==> config.mk <==
export PLATFORM = sky130hd
export DESIGN_NAME = occ_top
export DESIGN_NICKNAME = d
export VERILOG_FILES = /design/src/rtl/occ_pkg.sv /design/src/rtl/occ_top.sv
export VERILOG_INCLUDE_DIRS = /design/src /design/src/rtl
export SDC_FILE = /design/constraint.sdc
export NUM_CORES = 1
export LEC_CHECK = 0
export ABC_AREA = 1
export BUFFER_PORTS_ARGS = -buffer_cell sky130_fd_sc_hd__buf_4
export CAP_MARGIN = 25
export CORE_ASPECT_RATIO = 1.1
export CORE_MARGIN = 2
export CORE_UTILIZATION = 54
export CTS_CLUSTER_SIZE = 12
export DETAILED_ROUTE_END_ITERATION = 10
export PLACE_DENSITY_LB_ADDON = 0.1
export SLEW_MARGIN = 15
export SYNTH_ARGS = -nofsm -noshare
export SYNTH_HDL_FRONTEND = slang
export SYNTH_SLANG_ARGS = --single-unit
==> constraint.sdc <==
create_clock -name clock -period 2.5 [get_ports clock]
set_input_delay 0.125 -clock clock [delete_from_list [all_inputs] [get_ports clock]]
set_output_delay 0.125 -clock clock [all_outputs]
set_load 0.02 [all_outputs]
==> src/rtl/occ_defines.svh <==
// Register map, field positions, reset values and counts of the clock control block.
`ifndef OCC_DEFINES_SVH
`define OCC_DEFINES_SVH

`define OCC_CTRL_ADDR      32'hBF80F000
`define OCC_CTRL_CLR_ADDR  32'hBF80F004
`define OCC_CTRL_SET_ADDR  32'hBF80F008
`define OCC_CTRL_INV_ADDR  32'hBF80F00C
`define OCC_TUNE_ADDR      32'hBF80F010
`define OCC_TUNE_CLR_ADDR  32'hBF80F014
`define OCC_TUNE_SET_ADDR  32'hBF80F018
`define OCC_TUNE_INV_ADDR  32'hBF80F01C
`define OCC_IRQ_FLAG_STATUS_1_ADDR      32'hBF881040
`define OCC_IRQ_ENABLE_CONTROL_1_ADDR      32'hBF881070
`define OCC_IRQ_PRIORITY_CONTROL_8_ADDR      32'hBF881110

`define OCC_ODIV_LSB       27
`define OCC_FAST_RC_DIVIDER_LSB     24
`define OCC_SECONDARY_OSC_READY_BIT    22
`define OCC_PERIPHERAL_BUS_DIVIDER_LSB      19
`define OCC_MULT_LSB       16
`define OCC_CURRENT_SOURCE_SELECT_LSB       12
`define OCC_NEXT_SOURCE_SELECT_LSB       8
`define OCC_LOCK_BIT       7
`define OCC_PLL_LOCK_STATUS_BIT      5
`define OCC_SLEEP_ON_WAIT_ENABLE_BIT      4
`define OCC_CF_BIT         3
`define OCC_SECONDARY_OSC_ENABLE_BIT     1
`define OCC_SOURCE_SWITCH_REQUEST_BIT      0
`define OCC_FAIL_BIT       14
`define OCC_PRIO_LSB       10
`define OCC_SUB_LSB        8

`define OCC_CTRL_WMASK     32'h3F1F079B
`define OCC_CTRL_LOCKED    32'h00000781
`define OCC_TUNE_WMASK     32'h0000003F
`define OCC_IRQ_PRIORITY_CONTROL_8_WMASK     32'h00001F00
`define OCC_FAST_RC_DIVIDER_RST     3'h1

`define OCC_SRC_FRC        3'h0
`define OCC_SRC_FRC_PLL    3'h1
`define OCC_SRC_PRI        3'h2
`define OCC_SRC_PRI_PLL    3'h3
`define OCC_SRC_SEC        3'h4
`define OCC_SRC_LPRC       3'h5

`define OCC_OSC_FRC        2'h0
`define OCC_OSC_PRI        2'h1
`define OCC_OSC_SEC        2'h2
`define OCC_OSC_LPRC       2'h3

`define OCC_SOSC_WARM_CYC  11'h400

`endif

==> src/rtl/occ_pkg.sv <==
// Types shared by the clock control block.
package occ_pkg;

  typedef enum logic [1:0] {
    OCC_OP_WRITE,
    OCC_OP_CLR,
    OCC_OP_SET,
    OCC_OP_INV
  } occ_op_t;

  typedef struct packed {
    logic [2:0] pll_idiv;
    logic [2:0] pll_mult;
    logic [2:0] pll_odiv;
    logic [1:0] pb_div;
    logic [2:0] init_src;
    logic       fail_safe_clock_monitor_en;
  } occ_cfg_t;

  typedef struct packed {
    logic [2:0] cur_src;
    logic       pll_used;
    logic [2:0] pll_idiv;
    logic [2:0] pll_mult;
    logic [2:0] pll_odiv;
    logic [2:0] frc_div;
    logic [1:0] pb_div;
    logic       sleep_en;
    logic       sec_osc_en;
  } occ_clk_cfg_t;

endpackage : occ_pkg

==> src/rtl/occ_top.sv <==
// Oscillator clock control block with APB register slave and clock-fail interrupt.
// How it works
// - four oscillators feed the clock selection
// - PLL output divider and multiplier set by software, input divider from configuration
// - fast RC postscaler chosen by software
// - software requests switch to next source
// - fail monitor detects lost clock, falls back
// - clock fail flag at status bit 14
// - clock fail enable at enable bit 14
// - priority bits 12:10, subpriority bits 9:8
// - control clear, set, invert alias addresses
// - set alias changes only one bits
// - tuning register has clear, set, invert aliases
// - six bit tuning field, rest zero
// - control register holds documented field layout
// - fast RC divider resets to divide two
// - PLL output divider loads configuration at reset
// - secondary ready only when running and stable
`timescale 1ns/1ns
`include "occ_defines.svh"

module occ_top (
  // Clock and reset.
  input  wire logic                  clock,
  input  wire logic                  nrst,
  // APB slave.
  input  wire logic                  psel,
  input  wire logic                  penable,
  input  wire logic                  pwrite,
  input  wire logic [31:0]           paddr,
  input  wire logic [31:0]           pwdata,
  output logic                       pready,
  output logic                       pslverr,
  output logic [31:0]                prdata,
  // Configuration word, held stable from reset onward.
  input  wire occ_pkg::occ_cfg_t     cfg,
  // Oscillator status from the analog side.
  input  wire logic [3:0]            osc_running,
  input  wire logic                  pll_locked,
  // Clock tree control.
  output occ_pkg::occ_clk_cfg_t      clk_cfg,
  output logic [5:0]                 rc_tune_value,
  // Interrupt request and its priority.
  output logic                       clock_fail_irq,
  output logic [2:0]                 clock_fail_irq_priority,
  output logic [1:0]                 clock_fail_irq_subpriority
);

  typedef enum logic [1:0] {
    SW_IDLE,
    SW_WAIT,
    SW_DONE
  } occ_sw_state_t;

  // Maps a source code onto the oscillator that drives it.
  function automatic logic [1:0] osc_of(input logic [2:0] src);
    logic [1:0] osc;
    osc = `OCC_OSC_FRC;
    if (src == `OCC_SRC_PRI || src == `OCC_SRC_PRI_PLL) begin
      osc = `OCC_OSC_PRI;
    end else if (src == `OCC_SRC_SEC) begin
      osc = `OCC_OSC_SEC;
    end else if (src == `OCC_SRC_LPRC) begin
      osc = `OCC_OSC_LPRC;
    end
    return osc;
  endfunction : osc_of

  // Tells whether a source code runs through the PLL.
  function automatic logic uses_pll(input logic [2:0] src);
    return (src == `OCC_SRC_FRC_PLL) || (src == `OCC_SRC_PRI_PLL);
  endfunction : uses_pll

  // Tells whether an address falls in the 16-byte group that starts at base.
  function automatic logic in_group(input logic [31:0] addr, input logic [31:0] base);
    return {addr[31:4], 4'h0} == base;
  endfunction : in_group

  // Applies a plain or alias write to the writable bits only.
  function automatic logic [31:0] apply_wr(
    input logic [31:0]      old,
    input logic [31:0]      wd,
    input occ_pkg::occ_op_t op,
    input logic [31:0]      mask
  );
    logic [31:0] nv;
    nv = old;
    case (op)
      occ_pkg::OCC_OP_WRITE: nv = wd;
      occ_pkg::OCC_OP_CLR:   nv = old & ~wd;
      occ_pkg::OCC_OP_SET:   nv = old | wd;
      occ_pkg::OCC_OP_INV:   nv = old ^ wd;
      default:               nv = old;
    endcase
    return (old & ~mask) | (nv & mask);
  endfunction : apply_wr

  // Synchronisers for the oscillator status pins.
  logic [3:0]  osc_s1_reg;
  logic [3:0]  osc_s2_reg;
  logic        lock_s1_reg;
  logic        lock_s2_reg;

  // Registers.
  logic [31:0] ctrl_reg;
  logic [31:0] tune_reg;
  logic        fail_flag_reg;
  logic        fail_en_reg;
  logic [31:0] ipc_reg;
  logic [2:0]  cur_src_reg;
  logic [10:0] warm_cnt_reg;
  logic        sosc_rdy_reg;
  occ_sw_state_t sw_state_reg;
  logic [31:0] prdata_reg;
  logic        err_reg;

  // Decode.
  logic        setup;
  logic        wr_acc;
  logic        hit_ctrl;
  logic        hit_tune;
  logic        hit_ifs;
  logic        hit_iec;
  logic        hit_ipc;
  logic        mapped;
  occ_pkg::occ_op_t op;
  logic [31:0] ctrl_mask;
  logic [31:0] ctrl_rd;
  logic [31:0] rd_word;
  logic [2:0]  next_src;
  logic        cur_alive;
  logic        tgt_ready;
  logic        fail_evt;
  logic        switch_go;

  assign setup  = psel && !penable;
  // Writes to unmapped or misaligned addresses leave every register as it is.
  assign wr_acc = psel && penable && pwrite && mapped;
  assign pready = 1'b1;
  assign pslverr = psel && penable && err_reg;
  assign prdata = prdata_reg;

  assign hit_ctrl = in_group(paddr, `OCC_CTRL_ADDR);
  assign hit_tune = in_group(paddr, `OCC_TUNE_ADDR);
  assign hit_ifs  = (paddr == `OCC_IRQ_FLAG_STATUS_1_ADDR);
  assign hit_iec  = (paddr == `OCC_IRQ_ENABLE_CONTROL_1_ADDR);
  assign hit_ipc  = (paddr == `OCC_IRQ_PRIORITY_CONTROL_8_ADDR);
  assign mapped   = (hit_ctrl || hit_tune || hit_ifs || hit_iec || hit_ipc) &&
                    (paddr[1:0] == 2'h0);

  assign op = occ_pkg::occ_op_t'(paddr[3:2]);

  // Locked configuration protects the source selection bits.
  assign ctrl_mask = ctrl_reg[`OCC_LOCK_BIT] ? (`OCC_CTRL_WMASK & ~`OCC_CTRL_LOCKED)
                                             : `OCC_CTRL_WMASK;

  assign next_src = ctrl_reg[`OCC_NEXT_SOURCE_SELECT_LSB +: 3];

  // Oscillators count as running from reset, so the monitor sees no false loss.
  always_ff @(posedge clock) begin
    if (!nrst) begin
      osc_s1_reg <= 4'hF;
      osc_s2_reg <= 4'hF;
    end else begin
      osc_s1_reg <= osc_running;
      osc_s2_reg <= osc_s1_reg;
    end
  end

  // PLL lock reads as unlocked until the pin has been synchronised.
  always_ff @(posedge clock) begin
    if (!nrst) begin
      lock_s1_reg <= 1'b0;
      lock_s2_reg <= 1'b0;
    end else begin
      lock_s1_reg <= pll_locked;
      lock_s2_reg <= lock_s1_reg;
    end
  end

  // running status of the current oscillator, readiness of the next source.
  assign cur_alive = osc_s2_reg[osc_of(cur_src_reg)];
  assign tgt_ready = osc_s2_reg[osc_of(next_src)] && (!uses_pll(next_src) || lock_s2_reg);

  // loss of the running oscillator while monitored.
  // A set failure bit parks the monitor until software clears it.
  assign fail_evt = cfg.fail_safe_clock_monitor_en && !cur_alive && !ctrl_reg[`OCC_CF_BIT];

  assign switch_go = (sw_state_reg == SW_WAIT) && tgt_ready && !fail_evt;

  // secondary ready after a stable warm-up.
  always_ff @(posedge clock) begin
    if (!nrst) begin
      warm_cnt_reg <= 11'h000;
      sosc_rdy_reg <= 1'b0;
    end else if (!ctrl_reg[`OCC_SECONDARY_OSC_ENABLE_BIT] || !osc_s2_reg[`OCC_OSC_SEC]) begin
      warm_cnt_reg <= 11'h000;
      sosc_rdy_reg <= 1'b0;
    end else if (warm_cnt_reg == `OCC_SOSC_WARM_CYC) begin
      sosc_rdy_reg <= 1'b1;
    end else begin
      warm_cnt_reg <= warm_cnt_reg + 11'h001;
    end
  end

  // switch sequencer waits for the target clock.
  always_ff @(posedge clock) begin
    if (!nrst) begin
      sw_state_reg <= SW_IDLE;
    end else begin
      case (sw_state_reg)
        SW_IDLE: begin
          if (ctrl_reg[`OCC_SOURCE_SWITCH_REQUEST_BIT]) begin
            sw_state_reg <= SW_WAIT;
          end
        end
        SW_WAIT: begin
          if (fail_evt) begin
            sw_state_reg <= SW_DONE;
          end else if (tgt_ready) begin
            sw_state_reg <= SW_DONE;
          end
        end
        SW_DONE: begin
          sw_state_reg <= SW_IDLE;
        end
        default: begin
          sw_state_reg <= SW_IDLE;
        end
      endcase
    end
  end

  // Current source: switch on request, fast RC after a failure.
  always_ff @(posedge clock) begin
    if (!nrst) begin
      cur_src_reg <= cfg.init_src;
    end else if (fail_evt) begin
      // fall back to the fast RC oscillator.
      cur_src_reg <= `OCC_SRC_FRC;
    end else if (switch_go) begin
      cur_src_reg <= next_src;
    end
  end

  always_ff @(posedge clock) begin
    if (!nrst) begin
      ctrl_reg <= 32'h00000000;
      ctrl_reg[`OCC_ODIV_LSB +: 3]   <= cfg.pll_odiv;
      ctrl_reg[`OCC_FAST_RC_DIVIDER_LSB +: 3] <= `OCC_FAST_RC_DIVIDER_RST;
      ctrl_reg[`OCC_PERIPHERAL_BUS_DIVIDER_LSB +: 2]  <= cfg.pb_div;
      ctrl_reg[`OCC_MULT_LSB +: 3]   <= cfg.pll_mult;
      ctrl_reg[`OCC_NEXT_SOURCE_SELECT_LSB +: 3]   <= cfg.init_src;
    end else begin
      if (wr_acc && hit_ctrl) begin
        // on alias writes, only bits written as one change.
        // whole alias update in this cycle.
        ctrl_reg <= apply_wr(ctrl_reg, pwdata, op, ctrl_mask) |
                    (ctrl_reg & 32'h00000080);
      end
      if (sw_state_reg == SW_DONE) begin
        ctrl_reg[`OCC_SOURCE_SWITCH_REQUEST_BIT] <= 1'b0;
      end
      // failure sets the status bit, over any clear.
      if (fail_evt) begin
        ctrl_reg[`OCC_CF_BIT] <= 1'b1;
      end
    end
  end

  always_ff @(posedge clock) begin
    if (!nrst) begin
      tune_reg <= 32'h00000000;
    end else if (wr_acc && hit_tune) begin
      // only the six tuning bits are kept.
      tune_reg <= apply_wr(tune_reg, pwdata, op, `OCC_TUNE_WMASK);
    end
  end

  // sticky clock-fail flag, write one to clear.
  always_ff @(posedge clock) begin
    if (!nrst) begin
      fail_flag_reg <= 1'b0;
    end else if (fail_evt) begin
      fail_flag_reg <= 1'b1;
    end else if (wr_acc && hit_ifs && pwdata[`OCC_FAIL_BIT]) begin
      fail_flag_reg <= 1'b0;
    end
  end

  always_ff @(posedge clock) begin
    if (!nrst) begin
      fail_en_reg <= 1'b0;
    end else if (wr_acc && hit_iec) begin
      fail_en_reg <= pwdata[`OCC_FAIL_BIT];
    end
  end

  always_ff @(posedge clock) begin
    if (!nrst) begin
      ipc_reg <= 32'h00000000;
    end else if (wr_acc && hit_ipc) begin
      ipc_reg <= pwdata & `OCC_IRQ_PRIORITY_CONTROL_8_WMASK;
    end
  end

  // status fields merged into the readback.
  always_comb begin
    ctrl_rd = ctrl_reg;
    ctrl_rd[`OCC_SECONDARY_OSC_READY_BIT]    = sosc_rdy_reg;
    ctrl_rd[`OCC_CURRENT_SOURCE_SELECT_LSB +: 3]  = cur_src_reg;
    ctrl_rd[`OCC_PLL_LOCK_STATUS_BIT]      = lock_s2_reg;
  end

  // Read mux; alias addresses read as zero.
  always_comb begin
    rd_word = 32'h00000000;
    if (hit_ctrl && paddr[3:2] == 2'h0) begin
      rd_word = ctrl_rd;
    end else if (hit_tune && paddr[3:2] == 2'h0) begin
      rd_word = tune_reg;
    end else if (hit_ifs) begin
      rd_word[`OCC_FAIL_BIT] = fail_flag_reg;
    end else if (hit_iec) begin
      rd_word[`OCC_FAIL_BIT] = fail_en_reg;
    end else if (hit_ipc) begin
      rd_word = ipc_reg;
    end
  end

  // Read data and error are captured in the setup cycle.
  // Refused reads return zero, even when a register group is hit.
  always_ff @(posedge clock) begin
    if (!nrst) begin
      prdata_reg <= 32'h00000000;
      err_reg    <= 1'b0;
    end else if (setup) begin
      prdata_reg <= (pwrite || !mapped) ? 32'h00000000 : rd_word;
      err_reg    <= !mapped;
    end
  end

  // request only with flag and enable.
  assign clock_fail_irq = fail_flag_reg && fail_en_reg;
  assign clock_fail_irq_priority    = ipc_reg[`OCC_PRIO_LSB +: 3];
  assign clock_fail_irq_subpriority = ipc_reg[`OCC_SUB_LSB +: 2];

  // PLL settings to the clock tree.
  // fast RC postscaler to the clock tree.
  always_comb begin
    clk_cfg.cur_src    = cur_src_reg;
    clk_cfg.pll_used   = uses_pll(cur_src_reg);
    clk_cfg.pll_idiv   = cfg.pll_idiv;
    clk_cfg.pll_mult   = ctrl_reg[`OCC_MULT_LSB +: 3];
    clk_cfg.pll_odiv   = ctrl_reg[`OCC_ODIV_LSB +: 3];
    clk_cfg.frc_div    = ctrl_reg[`OCC_FAST_RC_DIVIDER_LSB +: 3];
    clk_cfg.pb_div     = ctrl_reg[`OCC_PERIPHERAL_BUS_DIVIDER_LSB +: 2];
    clk_cfg.sleep_en   = ctrl_reg[`OCC_SLEEP_ON_WAIT_ENABLE_BIT];
    clk_cfg.sec_osc_en = ctrl_reg[`OCC_SECONDARY_OSC_ENABLE_BIT];
  end

  assign rc_tune_value = tune_reg[5:0];

endmodule : occ_top

* Yosys cells after proc, flatten, opt, wreduce, memory -nomap -nowiden
Cells that the tools add are included.
** Word-level totals
- Register bits :: 131
- Output and inout bits :: 66
** Operators by class
- Order comparisons :: 2
- Bitwise operators :: 14
- Reduce and logical (&&, ||, !) cells :: 47
- $add $sub $neg :: 1
- Mux-type cells :: 39
- Eq/ne operators :: 25
** Operators by type and width (number)
- 32-bit two-way mux :: 5
- 32-bit case mux with 4 select lines :: 1
- 32-bit equality test (second input constant) :: 3
- 32-bit bitwise AND :: 2
- 32-bit bitwise OR :: 2
- 30-bit two-way mux :: 2
- 28-bit equality test (second input constant) :: 2
- 32-bit by 30-bit bitwise AND with 32-bit output :: 1
- 30-bit inverter with 32-bit output :: 1
- 32-bit inverter :: 1
- 32-bit by 6-bit bitwise OR with 32-bit output :: 1
- 32-bit by 8-bit bitwise OR with 32-bit output :: 1
- 32-bit bitwise XOR :: 1
- 14-bit two-way mux :: 2
- 6-bit case mux with 4 select lines :: 1
- 1-bit logical AND :: 20
- 2-bit two-way mux :: 9
- 17-bit two-way mux :: 1
- 13-bit two-way mux :: 1
- 3-bit by 2-bit equality test with 1-bit output (second input constant) :: 4
- 3-bit equality test (second input constant) :: 4
- 6-bit two-way mux :: 2
- 11-bit by 1-bit adder with 11-bit output (second input constant) :: 1
- 11-bit equality test (second input constant) :: 1
- 23 further kinds :: 59

* Depth between registers and ports, before layout
Gate-level depths: netlist of run 1.
- Depth in word-level cells :: 16
- Depth in mapped cells :: 14
- Mapped depth without buffers :: 14

* Least setup slack after synthesis of run 1
Ideal clock, no wire load.
- Path kind :: input -> register
- Start point :: input paddr[30]
- End point :: register ctrl_reg[10], enable pin
- Slack :: 711 ps
- Data required time :: 2143 ps
- Stages :: 9
- Data arrival time :: 1432 ps
- Setup time :: 357 ps
- Buffers on the path :: 0
- Cells stage by stage :: inv_1 -> nand2_1 -> nor2_1 -> nand3_1 -> nor2_2 -> o211ai_2 -> nand2_2 -> nand4_4 -> nand2_1
** Between the ends
- Cells in the longest elaborated chain, start to end :: 9
- Elaborated cells on any way between the ends :: 13
** RTL lines
- from (decl) :: line occ_top.sv:30 : input wire logic [31:0] paddr,
- 28-bit equality test :: line occ_top.sv:76 : return {addr[31:4], 4'h0} == base;
- 1-bit logical OR (4 in a row) :: line occ_top.sv:148 : assign mapped = (hit_ctrl || hit_tune || hit_ifs || hit_iec || hit_ipc) &&
- 1-bit logical AND :: line occ_top.sv:148
- 1-bit logical AND :: line occ_top.sv:138 : assign wr_acc = psel && penable && pwrite && mapped;
- 1-bit logical AND (*) :: line occ_top.sv:255 : if (wr_acc && hit_ctrl) begin
- 2-bit by 1-bit inequality test with 1-bit output (no line) (*)
- to (signal, indexed assignment) :: line occ_top.sv:252 : ctrl_reg[`OCC_MULT_LSB +: 3] <= cfg.pll_mult;
- to (signal, indexed assignment) :: line occ_top.sv:253 : ctrl_reg[`OCC_NEXT_SOURCE_SELECT_LSB +: 3] <= cfg.init_src;
- to (signal assigned) :: line occ_top.sv:258 : ctrl_reg <= apply_wr(ctrl_reg, pwdata, op, ctrl_mask) |
- to (decl) :: line occ_top.sv:105 : logic [31:0] ctrl_reg;
Mark *: on every way between the ends. The rest lies on a longest branch, timed or not.
A chain may end at the register's enable or synchronous reset.

* Worst setup path in the final report of run 1
- Start point :: register ctrl_reg[9]
- End point :: register cur_src_reg[2], enable pin
** Between the ends
- Cells in the longest elaborated chain, start to end :: 10
- Elaborated cells on any way between the ends :: 18
** RTL lines
- from (signal, indexed assignment) :: line occ_top.sv:249 : ctrl_reg[`OCC_ODIV_LSB +: 3] <= cfg.pll_odiv;
- from (signal, indexed assignment) :: line occ_top.sv:250 : ctrl_reg[`OCC_FAST_RC_DIVIDER_LSB +: 3] <= `OCC_FAST_RC_DIVIDER_RST;
- from (signal, indexed assignment) :: line occ_top.sv:251 : ctrl_reg[`OCC_PERIPHERAL_BUS_DIVIDER_LSB +: 2] <= cfg.pb_div;
- 3-bit equality test (no line)
- 2-bit two-way mux :: line occ_top.sv:63 : end else if (src == `OCC_SRC_LPRC) begin
- 2-bit two-way mux :: line occ_top.sv:61 : end else if (src == `OCC_SRC_SEC) begin
- 2-bit two-way mux :: line occ_top.sv:59 : if (src == `OCC_SRC_PRI || src == `OCC_SRC_PRI_PLL) begin
- 1-bit binary-select mux with 2-bit select :: line occ_top.sv:183 : assign tgt_ready = osc_s2_reg[osc_of(next_src)] && (!uses_pll(next_src) || lock_s2_reg);
- 1-bit two-way mux (not written as such) :: line occ_top.sv:183
- 1-bit logical AND (*) :: line occ_top.sv:183
- 1-bit logical AND (*) (2 in a row) :: line occ_top.sv:189 : assign switch_go = (sw_state_reg == SW_WAIT) && tgt_ready && !fail_evt;
- 3-bit by 1-bit inequality test with 1-bit output (no line) (*)
- to (signal assigned) :: line occ_top.sv:237 : cur_src_reg <= cfg.init_src;
- to (signal assigned) :: line occ_top.sv:240 : cur_src_reg <= `OCC_SRC_FRC;
- to (signal assigned) :: line occ_top.sv:242 : cur_src_reg <= next_src;
- to (decl) :: line occ_top.sv:110 : logic [2:0] cur_src_reg;
Mark *: on every way between the ends. The rest lies on a longest branch, timed or not. The select of a mux whose other input is x is not followed.

==> results of run 1 <==
per-layer routing:
layer | track usage (%) | up-vias
met5 | 0 | -
met3 | 5.56 | 30
met2 | 48.2 | 267
met4 | 8.60 | 0
met1 | 37.3 | 2828
li1 | - | 2956
placed cells by master (no fill, tap or decap), types with 2 or more instances in the layout:
cell type and n:
dfxtp_1 73, nand4_1 39, clkbuf_16 10, o21a_1 4, or2_2 9, o22ai_1 7, nand3_1 19, nand3b_1 2
nor2_1 144, ha_1 52, inv_1 117, nand2_1 152, nor2_2 5, and3_1 2, edfxtp_1 14, a211oi_1 2
o21ai_2 10, a221oi_1 12, clkinv_1 2, buf_4 151, inv_2 3, nor2_4 4, nor3_1 8, a21oi_1 36
o211ai_1 6, o21ai_0 51, o2111ai_1 4, inv_6 4, o21ai_1 2, dlygate4sd3_1 5
report_power, final:
group	internal [W]	total, W	switching (W)	leakage (nW)
clock	0.000849	0.00145	0.000604	0.159
combinational	0.000202	0.000491	0.000289	2.47
sequential	0.00146	0.00149	0.0000284	0.727
worst min-delay path: cells and delay by family:
family / cells / cell delay, ns
buf+inv: 1 / 0.09
simple gates: 2 / 0.12
metrics by stage:
stage                     utilization [%]  setup WS [ns]
after floorplan                         -          0.711
after global placement               65.6          0.476
after detailed placement             65.6          0.402
after CTS                            69.2          0.723
after global routing                 69.2          0.458
final                                69.2          0.679
what timing repair did:
action / 4_1_cts / 5_1_grt
hold buffers: 5 / 0
endpoints found under the hold margin: 5 / 0
endpoints found under the setup margin: 0 / 0
cells by family after synthesis:
logic type | synth area share (%)
buffers and inverters | 12.7
XOR/XNOR | 0.150
adder cells (fa/ha/maj) | 11.1
other | 0.0640
AND/OR/NAND/NOR | 29.3
AO/OA/AOI/OAI | 14.6
flip-flops | 32.1
layout make-up:
class                   count  area (um^2)  share of cell area, %
clock buffers              10          250                   3.45
flip-flops and latches     87         1880                   25.9
repair buffers            156         1180                   16.3
inverters                 122          458                   6.31
well taps                 143          179                   2.47
clock inverters             6         70.1                  0.966
multi-input cells         582         3230                   44.6
worst paths after layout:
check / from / to / slack, ns / depth (start not counted)
worst min register to register: osc_s1_reg[0] / osc_s2_reg[0] / 0.42 / 1
worst max-delay path: ctrl_reg[9] / cur_src_reg[2] / 0.68 / 5
worst min-delay path: pwdata[14] / fail_en_reg / 0.03 / 3
worst max register to register: ctrl_reg[9] / cur_src_reg[2] / 0.68 / 5
==> results_dict.tcl, run 1 <==
set metrics [dict create \
    synth_area_um2 5860 \
    worstPathArrival_ns 1.80 \
    peakVddDrop_v 0.000472 \
    n_antenna_cell 0 \
    grt_antenna_before_repair 0 \
    hold_ws_ns 0.0308 \
    synth.most_common_cell "nand2_1" \
    leakagePower_nw 3.36 \
    vias 6081 \
    die_area_um2 11700 \
    area_delta_synth_final_pct 23.9 \
    clk_path_buf_depth 2 \
    port_buffers 139 \
    gr-total-overflow 0 \
    final.setup.tns_ns 0 \
    crit_buf_inv 1 \
    critPathSlowestCell "o31ai_1" \
    ys_top_cells_by_count "152 x nand2_1, 145 x nor2_1, 117 x inv_1" \
    ys_warn_count 0 \
    period_needed_ns 1.82 \
    core_area_um2 10500 \
    fin_crit_sh_pct 72.8 \
    power.density_nw_per_um2 473 \
    critPathRequiredTime_ns 2.48 \
    wl_um 16600 \
    met2WireLength_um 7910 \
    largest_reg_flops 27 \
    vias_per_cell 5.50 \
    ys.flop_type "dfxtp_1" \
    ant_nets 0 \
    first_pass_iters 5 \
    crit_path_start_kind "register" \
    relSlewSlack_pct 51.8 \
    slowest_delay_ns 0.49 \
    holdCritPathClass "input pin to register" \
    placedInstanceArea_um2 6890 \
    cts_sinks 87 \
    status "finished clean" \
    final_nets 1099 \
    cts_resized 0 \
    dr.max_layer_used "met4" \
    finalInstanceArea_um2 7260 \
    syn_area_per_cell_um2 6.96 \
    synth_top_cell_by_area "dfxtp_1" \
    dp_hpwl_um 12400 \
    wl_per_cell_um 15.0 \
    path_class "register to register" \
    clkSlewWorstSetupHoldPaths_ns 0.07 \
    grt_pass1_wl_um 27000 \
    stdcell_count 1106 \
    crit_family "compound AO/OA/AOI/OAI gates" \
    clk_latency_ns 0.34 \
    rows 39 \
    tightest_slew_ns 0.719 \
    path_cells "inv_1 > o21ai_0 > nor2_1 > a21oi_1 > o31ai_1" \
    drv_slew 0 \
    drtIter0Drc 422 \
    synth_edf_count 14 \
    hold_viol 0 \
    syn_inst 841 \
    cp_max_fo 5 \
    track_usage_pct 28.8 \
    num_io_pins 155 \
    ys_ff_latch 87 \
    drive_above_1_share_pct 21.2 \
    fmax_mhz 549 \
    cp-end-kind "register" \
    skew_ns 0.00696 \
    finalSetupViolCount 0 \
    cts-buffers-inserted 9 \
    die_h_um 113 \
    synth.distinct_cells 43 \
    total_power_w 0.00343 \
    cts_root_buffer "clkbuf_16" \
    yosysSeqAreaShare_pct 32.1 \
    synth_fp_nets 982 \
    synth_top_area_share_pct 25.0 \
    cts_tree "built" \
    synth_area_leaders "dfxtp_1 25%, ha_1 11%, nand2_1 9.7%" \
    fillers 921 \
    first_global_vias 5888 \
    grt_max_degree 28 \
    wl_met3_um 1380 \
    wl_met1_um 7000 \
    start_util_pct 55.8 \
    drc 0 \
    htreeDepth 3 \
    die_x_um 103 \
    place_inst 1085 \
    rsz0062_at_grt "false" \
    cts_setup_buffers 0 \
    finalWeightedCongestion 0.892 \
    synthArstFlopShare_pct 0 \
    maxCapViolCount 0 \
]
(Power assumes the default switching activity.)
==> run 2: changes to the inputs <==
clock period = 1.7 ns   (was 2.5 ns; I/O delays follow)
==> run 2 against run 1 <==
  * Global-route usage is 1.0 points higher
  * Setup slack worse by 0.60 ns
  * Fmax is 13% higher
  * Largest power group unchanged
  * Final cell count is 3.0% higher
  * Routed wire length is 3.1% higher
  * Clock power is 27% higher
  * Power is 40% higher
==> results_dict.tcl, run 2 (synthesized netlist as in run 1, its figures left out) <==
set metrics [dict create \
    hold_path_startpoint "pwdata[14]" \
    finalInstanceArea_um2 7550 \
    n_antenna_cell 0 \
    grt_max_degree 32 \
    ant_nets 0 \
    wl_um 17100 \
    worst_slack_ns 0.0828 \
    rows 39 \
    first_global_vias 6001 \
    path_cells "inv_1 > ha_1 > nand2_1 > o21ai_0 > a221oi_1 > o21ai_2" \
    hold_end "fail_en_reg" \
    area_delta_synth_final_pct 28.9 \
    grt_pass1_wl_um 27800 \
    htreeDepth 3 \
    p_comb_share_pct 16.1 \
    clk_path_buf_depth 2 \
    finalSetupViolCount 0 \
    power.density_nw_per_um2 635 \
    start_util_pct 55.8 \
    worstRegToRegCells 6 \
    first_pass_iters 7 \
    drv_slew 0 \
    die_x_um 103 \
    cp-end-kind "register" \
    crit_path_start_kind "register" \
    maxCapViolCount 0 \
    clkSlewWorstSetupHoldPaths_ns 0.07 \
    hold_depth 3 \
    utilization_pct 71.9 \
    track_usage_pct 29.8 \
    hold_viol 0 \
    switching_share_pct 27.7 \
    internal_power_w 0.00347 \
    drtIter0Drc 426 \
    cts_sinks 87 \
    placedInstanceArea_um2 7190 \
    status "finished clean" \
    r2r_slack_ns 0.08 \
    die_area_um2 11700 \
    crit_family "compound AO/OA/AOI/OAI gates" \
    largest_reg_flops 27 \
    wl_per_cell_um 15.0 \
    regToRegEndpoint "ctrl_reg[20]" \
    vias_per_cell 5.46 \
    hold_ws_ns 0.00297 \
    crit_buf_inv 1 \
    skew_ns 0.00824 \
    core_area_um2 10500 \
    layout_common_cells "180 x buf_4, 150 x nand2_1, 143 x nor2_1" \
    pwr-share-clk_pct 38.4 \
    worstPathArrival_ns 1.72 \
    grt_antenna_before_repair 0 \
    dp_hpwl_um 13000 \
    seq_power_share_pct 45.5 \
    final_nets 1132 \
    final_common_cell "buf_4" \
    vias 6224 \
    peakVddDrop_v 0.000584 \
    path_class "register to register" \
    drive_above_1_share_pct 24.6 \
    cts_tree "built" \
    fmax_mhz 618 \
    clk_latency_ns 0.35 \
    place_ws_ns -0.193 \
    gr-total-overflow 0 \
    period_needed_ns 1.62 \
    reg2reg_from "ctrl_reg[20]" \
    fin_crit_sh_pct 95.1 \
    finalWeightedCongestion 0.937 \
    die_h_um 113 \
    cts-buffers-inserted 9 \
    slowest_delay_ns 0.42 \
    cts_root_buffer "clkbuf_16" \
    leakagePower_nw 3.54 \
    drc 0 \
    holdCritPathClass "input pin to register" \
    num_io_pins 155 \
    cp_max_fo 3 \
    cts_setup_buffers 0 \
    port_buffers 139 \
    tightest_slew_ns 0.514 \
    relSlewSlack_pct 65.7 \
    critPathRequiredTime_ns 1.80 \
    final.setup.tns_ns 0 \
    critPathSlowestCell "edfxtp_1" \
    power_switching_w 0.00133 \
]
-- run 2: cell types whose count changed in the layout (fill, tap and decap cells not counted), moves of 3 or more --
cell and change:
buf_4 +29, buf_12 +4, a221oi_1 -3, a221oi_2 +3, inv_6 -3
-- run 2: timing repair --
action	in CTS	in global routing
resized for setup	0	12
endpoints found under the hold margin	5	0
endpoints found under the setup margin	0	13
hold buffers	5	0
-- run 2: worst max path at each step --
stage                          from               end  slack, ns  depth (start not counted)
floorplan                 paddr[30]      ctrl_reg[16]       0.09                         12
global placement          paddr[11]      ctrl_reg[29]      -0.09                         14
detailed placement        paddr[11]      ctrl_reg[29]      -0.19                         14
CTS                 warm_cnt_reg[0]   warm_cnt_reg[9]       0.05                          7
global route        warm_cnt_reg[0]  warm_cnt_reg[10]      -0.01                          9
finish                 ctrl_reg[20]      ctrl_reg[20]       0.08                          6
-- run 2: stage by stage --
step,instances,power [W]
6_report,1139,0.00479
5_1_grt,1139,0.00496
4_1_cts,1139,0.00478
3_5_place_dp,1118,0.00296
3_3_place_gp,1118,0.00293
2_1_floorplan,841,0.00263
-- run 2: layer usage --
metal / vias up / share of wire [%] / track usage (%)
met3: 43 / 7.4 / 4.69
met1: 2882 / 42 / 38.5
met5: - / 0 / 0
li1: 3014 / - / -
met2: 285 / 49 / 50.0
met4: 0 / 2.1 / 10.6
-- run 2: layout make-up --
class                      count  area, um^2
clock buffer                  11         233
clock inverter                 5        33.8
fill                         857        2950
inverter                     122         460
multi-input combinational    582        3280
sequential                    87        1880
tap                          143         179
timing repair buffer         189        1480
-- run 2: worst min-delay path, cell delays in order --
cell	delay, ns
buf_4	0.10
nor2_1	0.04
nor2_1	0.09
-- run 2: power by group through the flow --
| stage | Sequential [W] | Combinational (W) | Clock, W |
|---|---|---|---|
| final | 0.00218 | 0.000773 | 0.00184 |
| after CTS | 0.00218 | 0.000755 | 0.00185 |
| after detailed placement | 0.00222 | 0.000740 | 0 |
| after global placement | 0.00222 | 0.000707 | 0 |
| after global routing | 0.00218 | 0.000853 | 0.00193 |
| after floorplan | 0.00222 | 0.000407 | 0 |
